===== src/hw/fsf_pkg.sv =====
// Constants for the fault status and flag logic
`default_nettype none
package fsf_pkg;
  // ==========================================
  // Status byte bit positions
  localparam int STAT_CONV_SEEN = 0;
  localparam int STAT_CONV_TRIP = 1;
  localparam int STAT_COMP_NOW = 2;
  localparam int STAT_COMP_TRIP = 3;
  localparam int STAT_OFF_STATUS = 4;
  localparam int STAT_OFF_TRIP = 5;
  // ==========================================
  // Command byte layout and extended register selects
  localparam int CMD_EXT_BIT = 7;
  localparam int CMD_STATUS_SEL_BIT = 6;
  localparam logic [1:0] EXT_FAULT_EN = 2'h1;
  localparam logic [1:0] EXT_THRESH = 2'h2;
  localparam logic [1:0] EXT_CONTROL = 2'h3;
  // ==========================================
  // Fault enable and control register fields, fault enable reset value
  localparam int EN_CONV_SINGLE = 0;
  localparam int EN_CONV_FOUR = 1;
  localparam int EN_COMP_FAULT = 2;
  localparam int EN_OFF_FAULT = 3;
  localparam int EN_CLEAR = 4;
  localparam logic [4:0] EN_RESET = 5'h04;
  localparam int CTRL_SOFT_OFF = 0;
  // ==========================================
  // Defaults
  localparam logic [6:0] DEV_ADDR_DEFAULT = 7'h2a; // Arbitrary address
  localparam int FAULT_DELAY_CYCLES = 2000;
  localparam int CONV_RUN_SEEN = 3;

  typedef enum logic [2:0] {
    FSF_IDLE = 3'b000,
    FSF_ADDR = 3'b001,
    FSF_ADDR_ACK = 3'b010,
    FSF_WR_BYTE = 3'b011,
    FSF_WR_ACK = 3'b100,
    FSF_RD_BYTE = 3'b101,
    FSF_RD_ACK = 3'b110,
    FSF_WAIT_STOP = 3'b111
  } fsf_state_t;
endpackage
`default_nettype wire


===== src/hw/fsf_timer_if.sv =====
// Link between the slave logic and the fault delay timer
`default_nettype none
interface fsf_timer_if;
  logic comp_now;
  logic delay_done;
  modport timer (input comp_now, output delay_done);
  modport ctrl (output comp_now, input delay_done);
endinterface
`default_nettype wire


===== src/hw/fsf_fault_timer.sv =====
// Fault delay timer standing in for the timing capacitor
`default_nettype none
module fsf_fault_timer
  import fsf_pkg::*;
#(
  parameter int DELAY_CYCLES = FAULT_DELAY_CYCLES
) (
  input wire logic mclk_in,
  input wire logic sys_rst_in,
  fsf_timer_if.timer tif
);
  localparam int CW = $clog2(DELAY_CYCLES + 1);
  localparam logic [CW-1:0] DELAY_END = CW'(DELAY_CYCLES);

  logic [CW-1:0] count;
  logic [CW-1:0] next_count;

  // ==========================================
  // Charge while the comparator holds, restart when it drops
  always_comb begin
    if (!tif.comp_now) begin
      next_count = '0;
    end else if (count == DELAY_END) begin
      next_count = count;
    end else begin
      next_count = count + CW'(1);
    end
  end

  always_ff @(posedge mclk_in) begin
    if (sys_rst_in) begin
      count <= '0;
    end else begin
      count <= next_count;
    end
  end

  assign tif.delay_done = tif.comp_now && (count == DELAY_END);
endmodule // fsf_fault_timer
`default_nettype wire


===== src/hw/fsf_status_top.sv =====
// Two-wire slave, status byte and fault output logic
`default_nettype none
module fsf_status_top
  import fsf_pkg::*;
#(
  parameter logic [6:0] DEV_ADDR = DEV_ADDR_DEFAULT,
  parameter int DELAY_CYCLES = FAULT_DELAY_CYCLES
) (
  input wire logic mclk_in,
  input wire logic sys_rst_in,
  input wire logic scl_in,
  input wire logic sda_in,
  output logic sda_out,
  output logic sda_oe_out,
  input wire logic comparator_overcurrent_now_in,
  input wire logic conv_done_in,
  input wire logic conv_over_in,
  output logic fault_out,
  output logic fault_oe_out,
  output logic [7:0] fault_status_byte_out
);
  fsf_timer_if tif ();

  fsf_fault_timer #(
    .DELAY_CYCLES(DELAY_CYCLES)
  ) u_timer (
    .mclk_in(mclk_in),
    .sys_rst_in(sys_rst_in),
    .tif(tif)
  );

  // ==========================================
  // Pin synchronisers
  logic scl_meta, scl_s, scl_d, sda_meta, sda_s, sda_d, comp_meta, comp_s;
  always_ff @(posedge mclk_in) begin
    if (sys_rst_in) begin
      scl_meta <= 1'b1;
      scl_s <= 1'b1;
      scl_d <= 1'b1;
      sda_meta <= 1'b1;
      sda_s <= 1'b1;
      sda_d <= 1'b1;
      comp_meta <= 1'b0;
      comp_s <= 1'b0;
    end else begin
      scl_meta <= scl_in;
      scl_s <= scl_meta;
      scl_d <= scl_s;
      sda_meta <= sda_in;
      sda_s <= sda_meta;
      sda_d <= sda_s;
      comp_meta <= comparator_overcurrent_now_in;
      comp_s <= comp_meta;
    end
  end
  assign tif.comp_now = comp_s;

  wire scl_rise = scl_s && !scl_d;
  wire scl_fall = !scl_s && scl_d;
  wire bus_start = scl_s && scl_d && sda_d && !sda_s;
  wire bus_stop = scl_s && scl_d && !sda_d && sda_s;

  // ==========================================
  // Slave state
  fsf_state_t state, next_state;
  logic [2:0] bit_cnt, next_bit_cnt;
  logic [7:0] shift, next_shift;
  logic first_byte, next_first_byte;
  logic [1:0] ext_sel, next_ext_sel;
  logic status_mode, next_status_mode;
  logic drive_low, next_drive_low;
  logic [4:0] fault_en, next_fault_en;
  logic soft_shutoff_bit, next_soft_shutoff_bit;
  logic [7:0] stat, next_stat;
  logic [3:0] conv_hist, next_conv_hist;
  logic fault_level, next_fault_level;
  logic wr_done;
  logic [7:0] wr_byte;

  always_comb begin
    next_state = state;
    next_bit_cnt = bit_cnt;
    next_shift = shift;
    next_first_byte = first_byte;
    next_ext_sel = ext_sel;
    next_status_mode = status_mode;
    next_drive_low = drive_low;
    wr_done = 1'b0;
    wr_byte = shift;
    if (bus_start) begin
      next_state = FSF_ADDR;
      next_bit_cnt = 3'h0;
      next_drive_low = 1'b0;
    end else if (bus_stop) begin
      next_state = FSF_IDLE;
      next_drive_low = 1'b0;
    end else begin
      case (state)
        FSF_IDLE, FSF_WAIT_STOP: begin
          next_drive_low = 1'b0;
        end
        FSF_ADDR, FSF_WR_BYTE: begin
          if (scl_rise) begin
            next_shift = {shift[6:0], sda_s};
            next_bit_cnt = bit_cnt + 3'h1;
            if (bit_cnt == 3'h7) begin
              next_state = (state == FSF_ADDR) ? FSF_ADDR_ACK : FSF_WR_ACK;
            end
          end
        end
        FSF_ADDR_ACK: begin
          if (shift[7:1] != DEV_ADDR) begin
            next_state = FSF_WAIT_STOP;
          end else if (scl_fall) begin
            if (!next_drive_low) begin
              next_drive_low = 1'b1;
            end
          end
          if (scl_fall && drive_low) begin
            next_bit_cnt = 3'h0;
            next_first_byte = 1'b1;
            if (shift[0]) begin
              next_state = status_mode ? FSF_RD_BYTE : FSF_WAIT_STOP;
              next_shift = stat;
              next_drive_low = status_mode && !stat[7];
            end else begin
              next_state = FSF_WR_BYTE;
              next_drive_low = 1'b0;
            end
          end
        end
        FSF_WR_ACK: begin
          if (scl_fall && !drive_low) begin
            next_drive_low = 1'b1;
          end else if (scl_fall && drive_low) begin
            next_drive_low = 1'b0;
            next_bit_cnt = 3'h0;
            next_state = FSF_WR_BYTE;
            if (first_byte) begin
              next_first_byte = 1'b0;
              next_ext_sel = shift[1:0];
              if (!shift[CMD_EXT_BIT]) begin
                next_ext_sel = 2'h0;
                next_status_mode = shift[CMD_STATUS_SEL_BIT];
              end
            end else begin
              wr_done = 1'b1;
            end
          end
        end
        FSF_RD_BYTE: begin
          if (scl_fall) begin
            next_bit_cnt = bit_cnt + 3'h1;
            next_shift = {shift[6:0], 1'b1};
            next_drive_low = !shift[6];
            if (bit_cnt == 3'h7) begin
              next_drive_low = 1'b0;
              next_state = FSF_RD_ACK;
            end
          end
        end
        FSF_RD_ACK: begin
          if (scl_rise) begin
            next_state = FSF_WAIT_STOP;
          end
        end
        default: begin
          next_state = FSF_IDLE;
          next_drive_low = 1'b0;
        end
      endcase
    end
  end

  // ==========================================
  // Fault enables, shutoff control and status flags
  wire conv_trip_event = conv_done_in && ((fault_en[EN_CONV_SINGLE] && conv_over_in)
    || (fault_en[EN_CONV_FOUR] && conv_over_in && (&conv_hist[2:0])));
  wire wr_en = wr_done && (ext_sel == EXT_FAULT_EN);
  wire wr_ctrl = wr_done && (ext_sel == EXT_CONTROL);
  wire soft_write = wr_ctrl && wr_byte[CTRL_SOFT_OFF];

  always_comb begin
    next_conv_hist = conv_done_in ? {conv_hist[2:0], conv_over_in} : conv_hist;
    next_fault_en = fault_en;
    next_soft_shutoff_bit = soft_shutoff_bit;
    next_stat = stat;
    if (wr_en) begin
      next_fault_en = wr_byte[4:0];
    end else if (fault_en[EN_CLEAR]) begin
      next_fault_en[EN_CLEAR] = 1'b0;
    end
    if (wr_ctrl) begin
      next_soft_shutoff_bit = wr_byte[CTRL_SOFT_OFF];
    end
    if (fault_en[EN_CLEAR]) begin
      next_stat[STAT_CONV_TRIP] = 1'b0;
      next_stat[STAT_COMP_TRIP] = 1'b0;
      next_stat[STAT_OFF_TRIP] = 1'b0;
    end
    next_stat[STAT_CONV_SEEN] = &next_conv_hist[CONV_RUN_SEEN-1:0];
    next_stat[STAT_COMP_NOW] = comp_s;
    if (conv_trip_event) begin
      next_stat[STAT_CONV_TRIP] = 1'b1;
    end
    if (tif.delay_done && fault_en[EN_COMP_FAULT]) begin
      next_stat[STAT_COMP_TRIP] = 1'b1;
    end
    if (soft_write) begin
      next_stat[STAT_OFF_STATUS] = 1'b1;
    end
    if (soft_write && fault_en[EN_OFF_FAULT]) begin
      next_stat[STAT_OFF_TRIP] = 1'b1;
    end
    next_stat[7:6] = 2'h0;
    next_fault_level = tif.delay_done || next_stat[STAT_CONV_TRIP] || next_stat[STAT_COMP_TRIP]
      || (next_stat[STAT_OFF_TRIP] && next_soft_shutoff_bit && fault_en[EN_OFF_FAULT]);
  end

  always_ff @(posedge mclk_in) begin
    if (sys_rst_in) begin
      state <= FSF_IDLE;
      bit_cnt <= 3'h0;
      shift <= 8'h00;
      first_byte <= 1'b0;
      ext_sel <= 2'h0;
      status_mode <= 1'b1;
      drive_low <= 1'b0;
      fault_en <= EN_RESET;
      soft_shutoff_bit <= 1'b0;
      stat <= 8'h00;
      conv_hist <= 4'h0;
      fault_level <= 1'b0;
      sda_out <= 1'b0;
      sda_oe_out <= 1'b0;
      fault_out <= 1'b0;
      fault_oe_out <= 1'b1;
      fault_status_byte_out <= 8'h00;
    end else begin
      state <= next_state;
      bit_cnt <= next_bit_cnt;
      shift <= next_shift;
      first_byte <= next_first_byte;
      ext_sel <= next_ext_sel;
      status_mode <= next_status_mode;
      drive_low <= next_drive_low;
      fault_en <= next_fault_en;
      soft_shutoff_bit <= next_soft_shutoff_bit;
      stat <= next_stat;
      conv_hist <= next_conv_hist;
      fault_level <= next_fault_level;
      sda_out <= 1'b0;
      sda_oe_out <= next_drive_low;
      fault_out <= 1'b0;
      fault_oe_out <= !next_fault_level;
      fault_status_byte_out <= next_stat;
    end
  end
endmodule // fsf_status_top
`default_nettype wire


===== config.mk =====
export PLATFORM = sky130hd
export DESIGN_NAME = fsf_status_top
export DESIGN_NICKNAME = d
export VERILOG_FILES = /design/src/hw/fsf_pkg.sv /design/src/hw/fsf_timer_if.sv /design/src/hw/fsf_fault_timer.sv /design/src/hw/fsf_status_top.sv
export SDC_FILE = /design/constraint.sdc
export NUM_CORES = 1
export LEC_CHECK = 0
export ABC_AREA = 1
export ABC_CLOCK_PERIOD_IN_PS = 1800
export BUFFER_PORTS_ARGS = -buffer_cell sky130_fd_sc_hd__clkbuf_2
export CORE_ASPECT_RATIO = 1.5
export CORE_MARGIN = 2
export CORE_UTILIZATION = 40
export DETAILED_ROUTE_END_ITERATION = 16
export SLEW_MARGIN = 30
export SYNTH_ARGS = -nofsm -noshare
export SYNTH_HDL_FRONTEND = slang
export SYNTH_HIERARCHICAL = 1
export SYNTH_SLANG_ARGS = --single-unit

===== constraint.sdc =====
create_clock -name mclk_in -period 1.8 [get_ports mclk_in]
set_input_delay 0.18 -clock mclk_in [delete_from_list [all_inputs] [get_ports mclk_in]]
set_output_delay 0.18 -clock mclk_in [all_outputs]
set_load 0.02 [all_outputs]

After elaboration in Yosys (flattened, before gate mapping)
Cells that the tools add are included.

Add/sub/neg operators: 2. Equality and inequality tests: 33. Multiplexer cells: 52. Bitwise operators: 6. Reductions and logical operators: 58.

Operators with widths (count): $mux W3 (16); $mux W8 (4); $ne A4 B4 Y1 const B (7); $mux W1 (25); $pmux W8 S3 (1); $logic_and A1 B1 Y1 (22); $ne A2 B2 Y1 const B (9); $reduce_and A6 Y1 (3); $reduce_and A9 Y1 (2); $eq A3 B3 Y1 const B (5); $pmux W3 S5 (1); $reduce_and A7 Y1 (2); $ne A3 B3 Y1 const B (4); $pmux W3 S4 (1); $add A11 B1 Y11 const B (1); $eq A11 B11 Y1 const B (1); $reduce_and A5 Y1 (2); $reduce_or A2 Y1 (5); $logic_not A1 Y1 (8); $reduce_bool A4 Y1 (2); $ne A7 B6 Y1 const B (1); $reduce_bool A7 Y1 (1); $eq A3 B2 Y1 const B (2); $not A1 Y1 (6); other kinds (15) (20).

Register bits after elaboration: 56. Output and inout bits: 12.

Longest topological paths before layout
Gate-level depths: netlist (run 1).

Depth in word-level cells: 16. Depth in mapped cells: 11. Gate-level depth less buffers: 11.

Cells and area by module
The synthesis (run 1) kept the hierarchy.

By module, submodules not included: fsf_status_top (instances 1, cells an instance 306, area an instance 2224.6 um^2); fsf_fault_timer (instances 1, cells an instance 90, area an instance 615.6 um^2).

Worst setup path before layout (run 1)
OpenSTA, ideal clock, no wires.

Kind: register to register. Start: register drive_low. End: register shift[7]. Arrival: 1.246 ns. Path slack: 0.423 ns. Stages on the path, launching flop included: 8. Clock period less this slack: 1.377 ns. Cells stage by stage: dfxtp_1 > nand3_4 > nand2_2 > nand2_2 > nor2_8 > nand2_8 > nand2_1 > a21oi_2.

Cells in the longest elaborated chain, start to end: 3.

RTL lines: from (decl) (RTL line fsf_status_top.sv:71) `logic drive_low, next_drive_low;`; from (signal assigned) (RTL line fsf_status_top.sv:246) `drive_low <= next_drive_low;`; $logic_and A1 B1 Y1 (RTL line fsf_status_top.sv:119) `if (scl_fall && drive_low) begin`; $ne A2 B2 Y1 (no source line); $reduce_and A7 Y1 (no source line); to (signal assigned) (RTL line fsf_status_top.sv:242) `shift <= next_shift;`; to (decl) (RTL line fsf_status_top.sv:67) `logic [7:0] shift, next_shift;`.

Every way passes these cells. A chain may end at the register's enable or synchronous reset.

Worst setup path after layout (run 1)
Start: register state[0]. End: register shift[4].

Cells in the longest elaborated chain, start to end: 4.

RTL lines: from (decl) (RTL line fsf_status_top.sv:65) `fsf_state_t state, next_state;`; from (signal assigned) (RTL line fsf_status_top.sv:240) `state <= next_state;`; $eq A3 B1 Y1 / $eq A3 B2 Y1 (equally long branches) (RTL line fsf_status_top.sv:98) `case (state)`; $reduce_or A2 Y1 (RTL line fsf_status_top.sv:98); $ne A2 B2 Y1 (no source line) / $reduce_bool A3 Y1 (equally long branches); $reduce_and A7 Y1 (no source line).

Parallel ways exist; a longest one is shown, timed or not.

==> results of run 1 <==
-- sequential cells by signal, indices dropped and copies added, names as in the netlist, 2 cells and up --
| name | cells |
|---|---|
| state | 3 |
| u_timer/count | 11 |
| fault_en | 5 |
| stat | 6 |
| bit_cnt | 3 |
| conv_hist | 3 |
| shift | 8 |
| ext_sel | 2 |
-- cell type report --
class | instances | area, µm² | area share
multi-input combinational | 274 | 1479 | 0.4711
sequential | 54 | 1081 | 0.3444
inverter | 61 | 231.5 | 0.07373
timing repair buffer | 19 | 107.6 | 0.03428
tap | 78 | 97.59 | 0.03109
clock buffer | 6 | 82.58 | 0.02631
clock inverter | 2 | 60.06 | 0.01913
-- report_power, final --
part           leakage (µW)  internal, µW  switching (µW)
clock             0.0000714           593             414
sequential         0.000439          1290             156
combinational      0.000798           542            1080
-- worst register-to-register path: stages, from the launching register on --
cell     delay [ps]
dfxtp_1         580
inv_2           110
nand2_2         110
nor2_4           70
nand2_2         110
nand2_2         100
nor2_8          210
nand3_1         130
a21oi_1         150
-- layout by cell type (no fill, tap or decap), drive strengths merged, types with 2 or more instances in the layout --
master	count
a21oi	31
buf	5
bufinv	2
clkbuf	20
conb	4
dfxtp	54
ha	4
inv	60
nand2	84
nand3	30
nand3b	2
nand4	13
nor2	69
nor3	5
o211ai	2
o21ai	16
o22ai	3
or2	5
-- logic make-up (layout without fill, tap and decap cells) --
logic type / after synthesis / count (layout) / share of synthesized area
other: 1 / 4 / 0.001320
muxes: 1 / 1 / 0.003524
adders and majority gates: 4 / 4 / 0.01762
xor gates and xnor gates: 1 / 1 / 0.003084
AOI/OAI and AO/OA: 55 / 55 / 0.1128
DFF: 54 / 54 / 0.3806
and+or+nand+nor: 209 / 209 / 0.3784
buffers and inverters: 71 / 88 / 0.1026
-- stage by stage --
| stage | instance area (µm²) | instances | hold WS, ps | setup slack (ps) | util |
|---|---|---|---|---|---|
| after floorplan | 2851 | 399 | 283.8 | 423.2 | - |
| after global placement | 2997 | 486 | 361.4 | 239.5 | 0.4374 |
| after global routing | 3139 | 494 | 18.98 | 26.28 | 0.4582 |
| after CTS | 3139 | 494 | 10.72 | 179.0 | 0.4582 |
| after detailed placement | 2997 | 486 | 367.9 | 210.0 | 0.4374 |
| final | 3139 | 494 | 23.33 | 173.5 | 0.4582 |
-- metal layers --
layer | vias to the layer above | track usage | wire, µm
li1 | 1293 | - | -
met1 | 1157 | 0.2074 | 2657
met2 | 31 | 0.3416 | 3590
met3 | 11 | 0.03195 | 139
met4 | 0 | 0.09656 | 204
met5 | - | 0 | 0
-- worst max path at each step --
stage                          from         end  slack [ps]  depth (start not counted)
after global routing       state[2]  bit_cnt[0]          30                          7
after floorplan           drive_low    shift[7]         420                          7
after CTS                  state[0]    shift[4]         180                          8
after global placement     state[0]    shift[4]         240                          8
final                      state[0]    shift[4]         170                          8
after detailed placement   state[0]    shift[7]         210                          9
==> flow_summary.yaml, run 1 <==
clock_tree:
  clock_latency_ps: 330
  cts_hold_buf: 0
  clock_sinks: 54
  path_clk_slew_ps: 110
  cts_tree: "built"
  htreeDepth: 2
  numCtsBuffers: 5
  postCtsSetupBuffers: 0
  cts_resized: 0
  clk_path_buf_depth: 2
  ctsRootBufferMaster: "clkbuf_8"
run:
  maxCapViolCount: 0
worst_setup_path:
  path_delay_family: "simple AND/OR/NAND/NOR gates"
  critPathMaxStageDelay_ps: 580
  worstPathArrival_ps: 1880
  critPathSlowestCell: "dfxtp_1"
  reg2regPathDepth: 8
  path_common_cell: "nand2_2"
  required_ps: 2060
  worstSetupPathType: "reg -> reg"
  worstSetupStartpointType: "register"
  cp-end-kind: "register"
  cp_cell_sequence: "inv_2 -> nand2_2 -> nor2_4 -> nand2_2 -> nand2_2 -> nor2_8 -> nand3_1 -> a21oi_1"
  rrSetupSlack_ps: 170
  path_buf_inv: 1
  timing.rr.start: "state[0]"
  r2r-end: "shift[4]"
  worstPathMaxFanout: 9
final_layout:
  drive_above_1_share: 0.1779
  area_delta_synth_final_pct: 10.53
  fill_cells: 717
  diodes: 0
  fin_nets: 426
pwr:
  p_per_area_nw_per_um2: 1298
  power_uw: 4074
  leakagePower_uw: 0.001308
  vdd_drop_max_mv: 0.5701
route:
  viasPerCell: 5.045
  num_vias: 2492
  dr.pass1.iters: 4
  wl_per_cell_um: 13.34
  drt_wl_total_um: 6592
  drt-initial-drc-count: 137
  ant_nets: 0
  drc: 0
timing:
  drv_slew: 0
  hold_viol: 0
  tns_ps: 0
  setup_violations: 0
  slew-limit-headroom: 0.6385
  rsz0062_at_grt: "no"
  fin_worst_skew_ps: 14.65
  max_freq_mhz: 614.8
  final.min_clock_period_ps: 1626
  worst_pin_slew_ps: 540.3
  timing.final.crit_share: 0.9036
floorplanning:
  fp-row-count: 37
  dieWidth_um: 72.80
  start_util: 0.4145
  io_pins: 19
  core_area_um2: 6852
  dieArea_um2: 7804
  fp.dieH_um: 107.2
synthesis:
  synth_area_um2: 2840
  synth_area_leaders: "dfxtp_1 38%, nand2_1 9.5%, nor2_1 7.5%"
  synth_flop_cell: "dfxtp_1"
  synthCells: 396
  synthTopCellsByCount: "72 x nand2_1, 57 x nor2_1, 55 x inv_1, 54 x dfxtp_1"
  yosysSeqAreaShare: 0.3806
  synth.largest_area_cell: "dfxtp_1"
  synth_most_common_cell: "nand2_1"
  synth_top_area_share: 0.3806
  yosys_warnings: 6
  synth_edf_count: 0
  synth_cell_types: 41
  synthArstFlopShare: 0
  synth-seq-cells: 54
  avgSynthCellArea_um2: 7.172
place:
  place_congestion: 0.8428
  portBuffers: 14
  hpwl_um: 5147
global_route:
  grt_max_degree: 17
  grt_pass1_wl_um: 11270
  grt_use_total: 0.1897
  grt_pass1_vias: 2429
  antenna_found_initial: 0
  grt_overflow: 0
min_path:
  hold_depth: 2
  hold_path.class: "in -> reg"
  hp-start: "scl_in"
  whs_endpoint: "scl_meta"
outcome:
  status: "completed"
No activity file was read; power rests on OpenSTA's default activity.
==> inputs of run 2 (changes only) <==
--- a/config.mk
+++ b/config.mk
@@ -10,8 +10,9 @@
 export BUFFER_PORTS_ARGS = -buffer_cell sky130_fd_sc_hd__clkbuf_2
 export CORE_ASPECT_RATIO = 1.5
 export CORE_MARGIN = 2
-export CORE_UTILIZATION = 40
+export CORE_UTILIZATION = 60
 export DETAILED_ROUTE_END_ITERATION = 16
+export PLACE_DENSITY = 0.79
 export SLEW_MARGIN = 30
 export SYNTH_ARGS = -nofsm -noshare
 export SYNTH_HDL_FRONTEND = slang
==> constraint.sdc (replaced) <==
create_clock -name mclk_in -period 1.8 [get_ports mclk_in]
set_input_delay 0.18 -clock mclk_in [delete_from_list [all_inputs] [get_ports mclk_in]]
set_output_delay 0.18 -clock mclk_in [all_outputs]
set_load 0.01 [all_outputs]
==> run 2 against run 1 <==
Sequential cell count did not move. Count of clock-buffer cells in the layout fell by 1. Cell count fell by 3.2%. Largest power group unchanged. Critical path type unchanged. Via count fell by 0.20%.
==> flow_summary.yaml, run 2 (synthesized netlist as in run 1, its figures left out) <==
final_layout:
  ff_latch_area_um2: 1081
  multi_input_area_um2: 1479
  largest-register: "u_timer/count"
  drive_above_1_share: 0.1739
  final_common_cell: "nand2_1"
  fin_nets: 424
  final_core_utilization: 0.6829
  diodes: 0
  fill_cells: 410
  layout_common_cells: "72 x nand2_1, 57 x nor2_1, 55 x inv_1"
  fin_cells: 478
  largest_register_ffs: 11
  stdcell_area_um2: 3102
  reg_top3: "u_timer/count x11, shift x8, stat x6"
  area_delta_synth_final_pct: 9.207
worst_setup_path:
  timing.rr.start: "state[2]"
  critPathSlowestCell: "dfxtp_1"
  cp_cell_sequence: "inv_4 -> nor2_2 -> nand3_1 -> nand2_2 -> nor2_8 -> nand3b_1 -> nand2_1 -> o21ai_1 -> nor2_1"
  required_ps: 2000
  rrSetupSlack_ps: 140
  worstPathArrival_ps: 1860
  worstSetupPathType: "reg -> reg"
  r2r-end: "shift[0]"
  worstSetupStartpointType: "register"
  reg2regPathDepth: 9
  critPathMaxStageDelay_ps: 560
  worstPathMaxFanout: 9
  cp-end-kind: "register"
timing:
  final.min_clock_period_ps: 1661
  finalHoldWorstSlack_ps: 42.09
  setup_violations: 0
  fin_worst_skew_ps: 7.666
  hold_viol: 0
  max_freq_mhz: 602.1
  timing.final.crit_share: 0.9226
  rsz0062_at_grt: "no"
  tns_ps: 0
  drv_slew: 0
clock_tree:
  ctsRootBufferMaster: "clkbuf_8"
  cts_resized: 0
  numCtsBuffers: 5
  cts_tree: "built"
  postCtsSetupBuffers: 0
  clk_path_buf_depth: 2
  htreeDepth: 2
  cts_hold_buf: 0
  clock_latency_ps: 310
  clock_sinks: 54
  path_clk_slew_ps: 100
min_path:
  hp-start: "sda_in"
  hold_path.class: "in -> reg"
  hold_depth: 2
  whs_endpoint: "sda_meta"
floorplanning:
  dieArea_um2: 5311
  start_util: 0.6253
  fp-row-count: 30
  core_area_um2: 4542
  fp.dieH_um: 88.27
  io_pins: 19
  dieWidth_um: 60.18
route:
  drt_wl_total_um: 6231
  drt-initial-drc-count: 159
  dr.pass1.iters: 5
  viasPerCell: 5.203
  num_vias: 2487
  drc: 0
  wl_per_cell_um: 13.04
  ant_nets: 0
place:
  portBuffers: 14
  place_congestion: 1.038
  dp.cells: 470
  hpwl_um: 4884
  placed_area_um2: 2964
pwr:
  pwr-share-seq: 0.360
  vdd_drop_max_mv: 0.8105
  p_clk_frac: 0.238
  intPower_uw: 2395
  switching_share: 0.4049
  comb_power_share: 0.402
  p_per_area_nw_per_um2: 1297
  p_sw_uw: 1629
  leakagePower_uw: 0.001296
global_route:
  grt_use_total: 0.2592
  antenna_found_initial: 0
  grt_pass1_wl_um: 10240
  grt_overflow: 0
  grt_pass1_vias: 2342
  grt_max_degree: 18
outcome:
  status: "completed"
run:
  maxCapViolCount: 0
[run 2: changes by cell type in the layout (fill, tap and decap cells not counted), sizes merged]
cell    previous run  this run
clkinv             1         2
buf                5         3
clkbuf            20        19
[run 2: area by class of cell]
type | instances | area share
Inverter | 61 | 0.07463
Multi-Input combinational cell | 274 | 0.4768
Tap cell | 64 | 0.02582
Timing Repair Buffer | 17 | 0.02985
Clock inverter | 3 | 0.02219
Sequential cell | 54 | 0.3485
Clock buffer | 5 | 0.02219
[run 2: power groups by stage]
stage,sequential (µW),clock (µW),combinational [µW]
finish,1450,959,1620
global route,1470,1020,1810
CTS,1450,977,1600
detailed placement,1480,0,1600
global placement,1470,0,1590
floorplan,1380,0,1400
[run 2: layer usage]
layer / wire length [µm] / up-vias / GRT usage / share of wire
li1: - / 1285 / - / -
met1: 2389 / 1132 / 0.2624 / 0.38
met2: 3418 / 53 / 0.4852 / 0.55
met3: 171 / 17 / 0.04386 / 0.027
met4: 252 / 0 / 0.1394 / 0.040
met5: 0 / - / 0 / 0
[run 2: metrics by stage]
| step | worst slack (ps) | total power (µW) |
|---|---|---|
| floorplan | 459.6 | 2784 |
| global placement | 209.3 | 3060 |
| detailed placement | 187.2 | 3074 |
| CTS | 167.8 | 4031 |
| global route | 41.80 | 4291 |
| finish | 139.2 | 4024 |
[run 2: worst max path at each step]
stage | startpoint | to | cells after the start
2_1_floorplan | state[0] | shift[0] | 10
3_3_place_gp | state[2] | shift[0] | 9
3_5_place_dp | state[2] | shift[0] | 9
4_1_cts | state[2] | shift[0] | 9
5_1_grt | state[2] | shift[0] | 9
6_report | state[2] | shift[0] | 9
[run 2: worst max-delay path: cells and delay by family (launching register included)]
family          cells  cell delay [ps]
compound gates      1               70
buf+inv             1              110
simple gates        7              800
flops               1              560
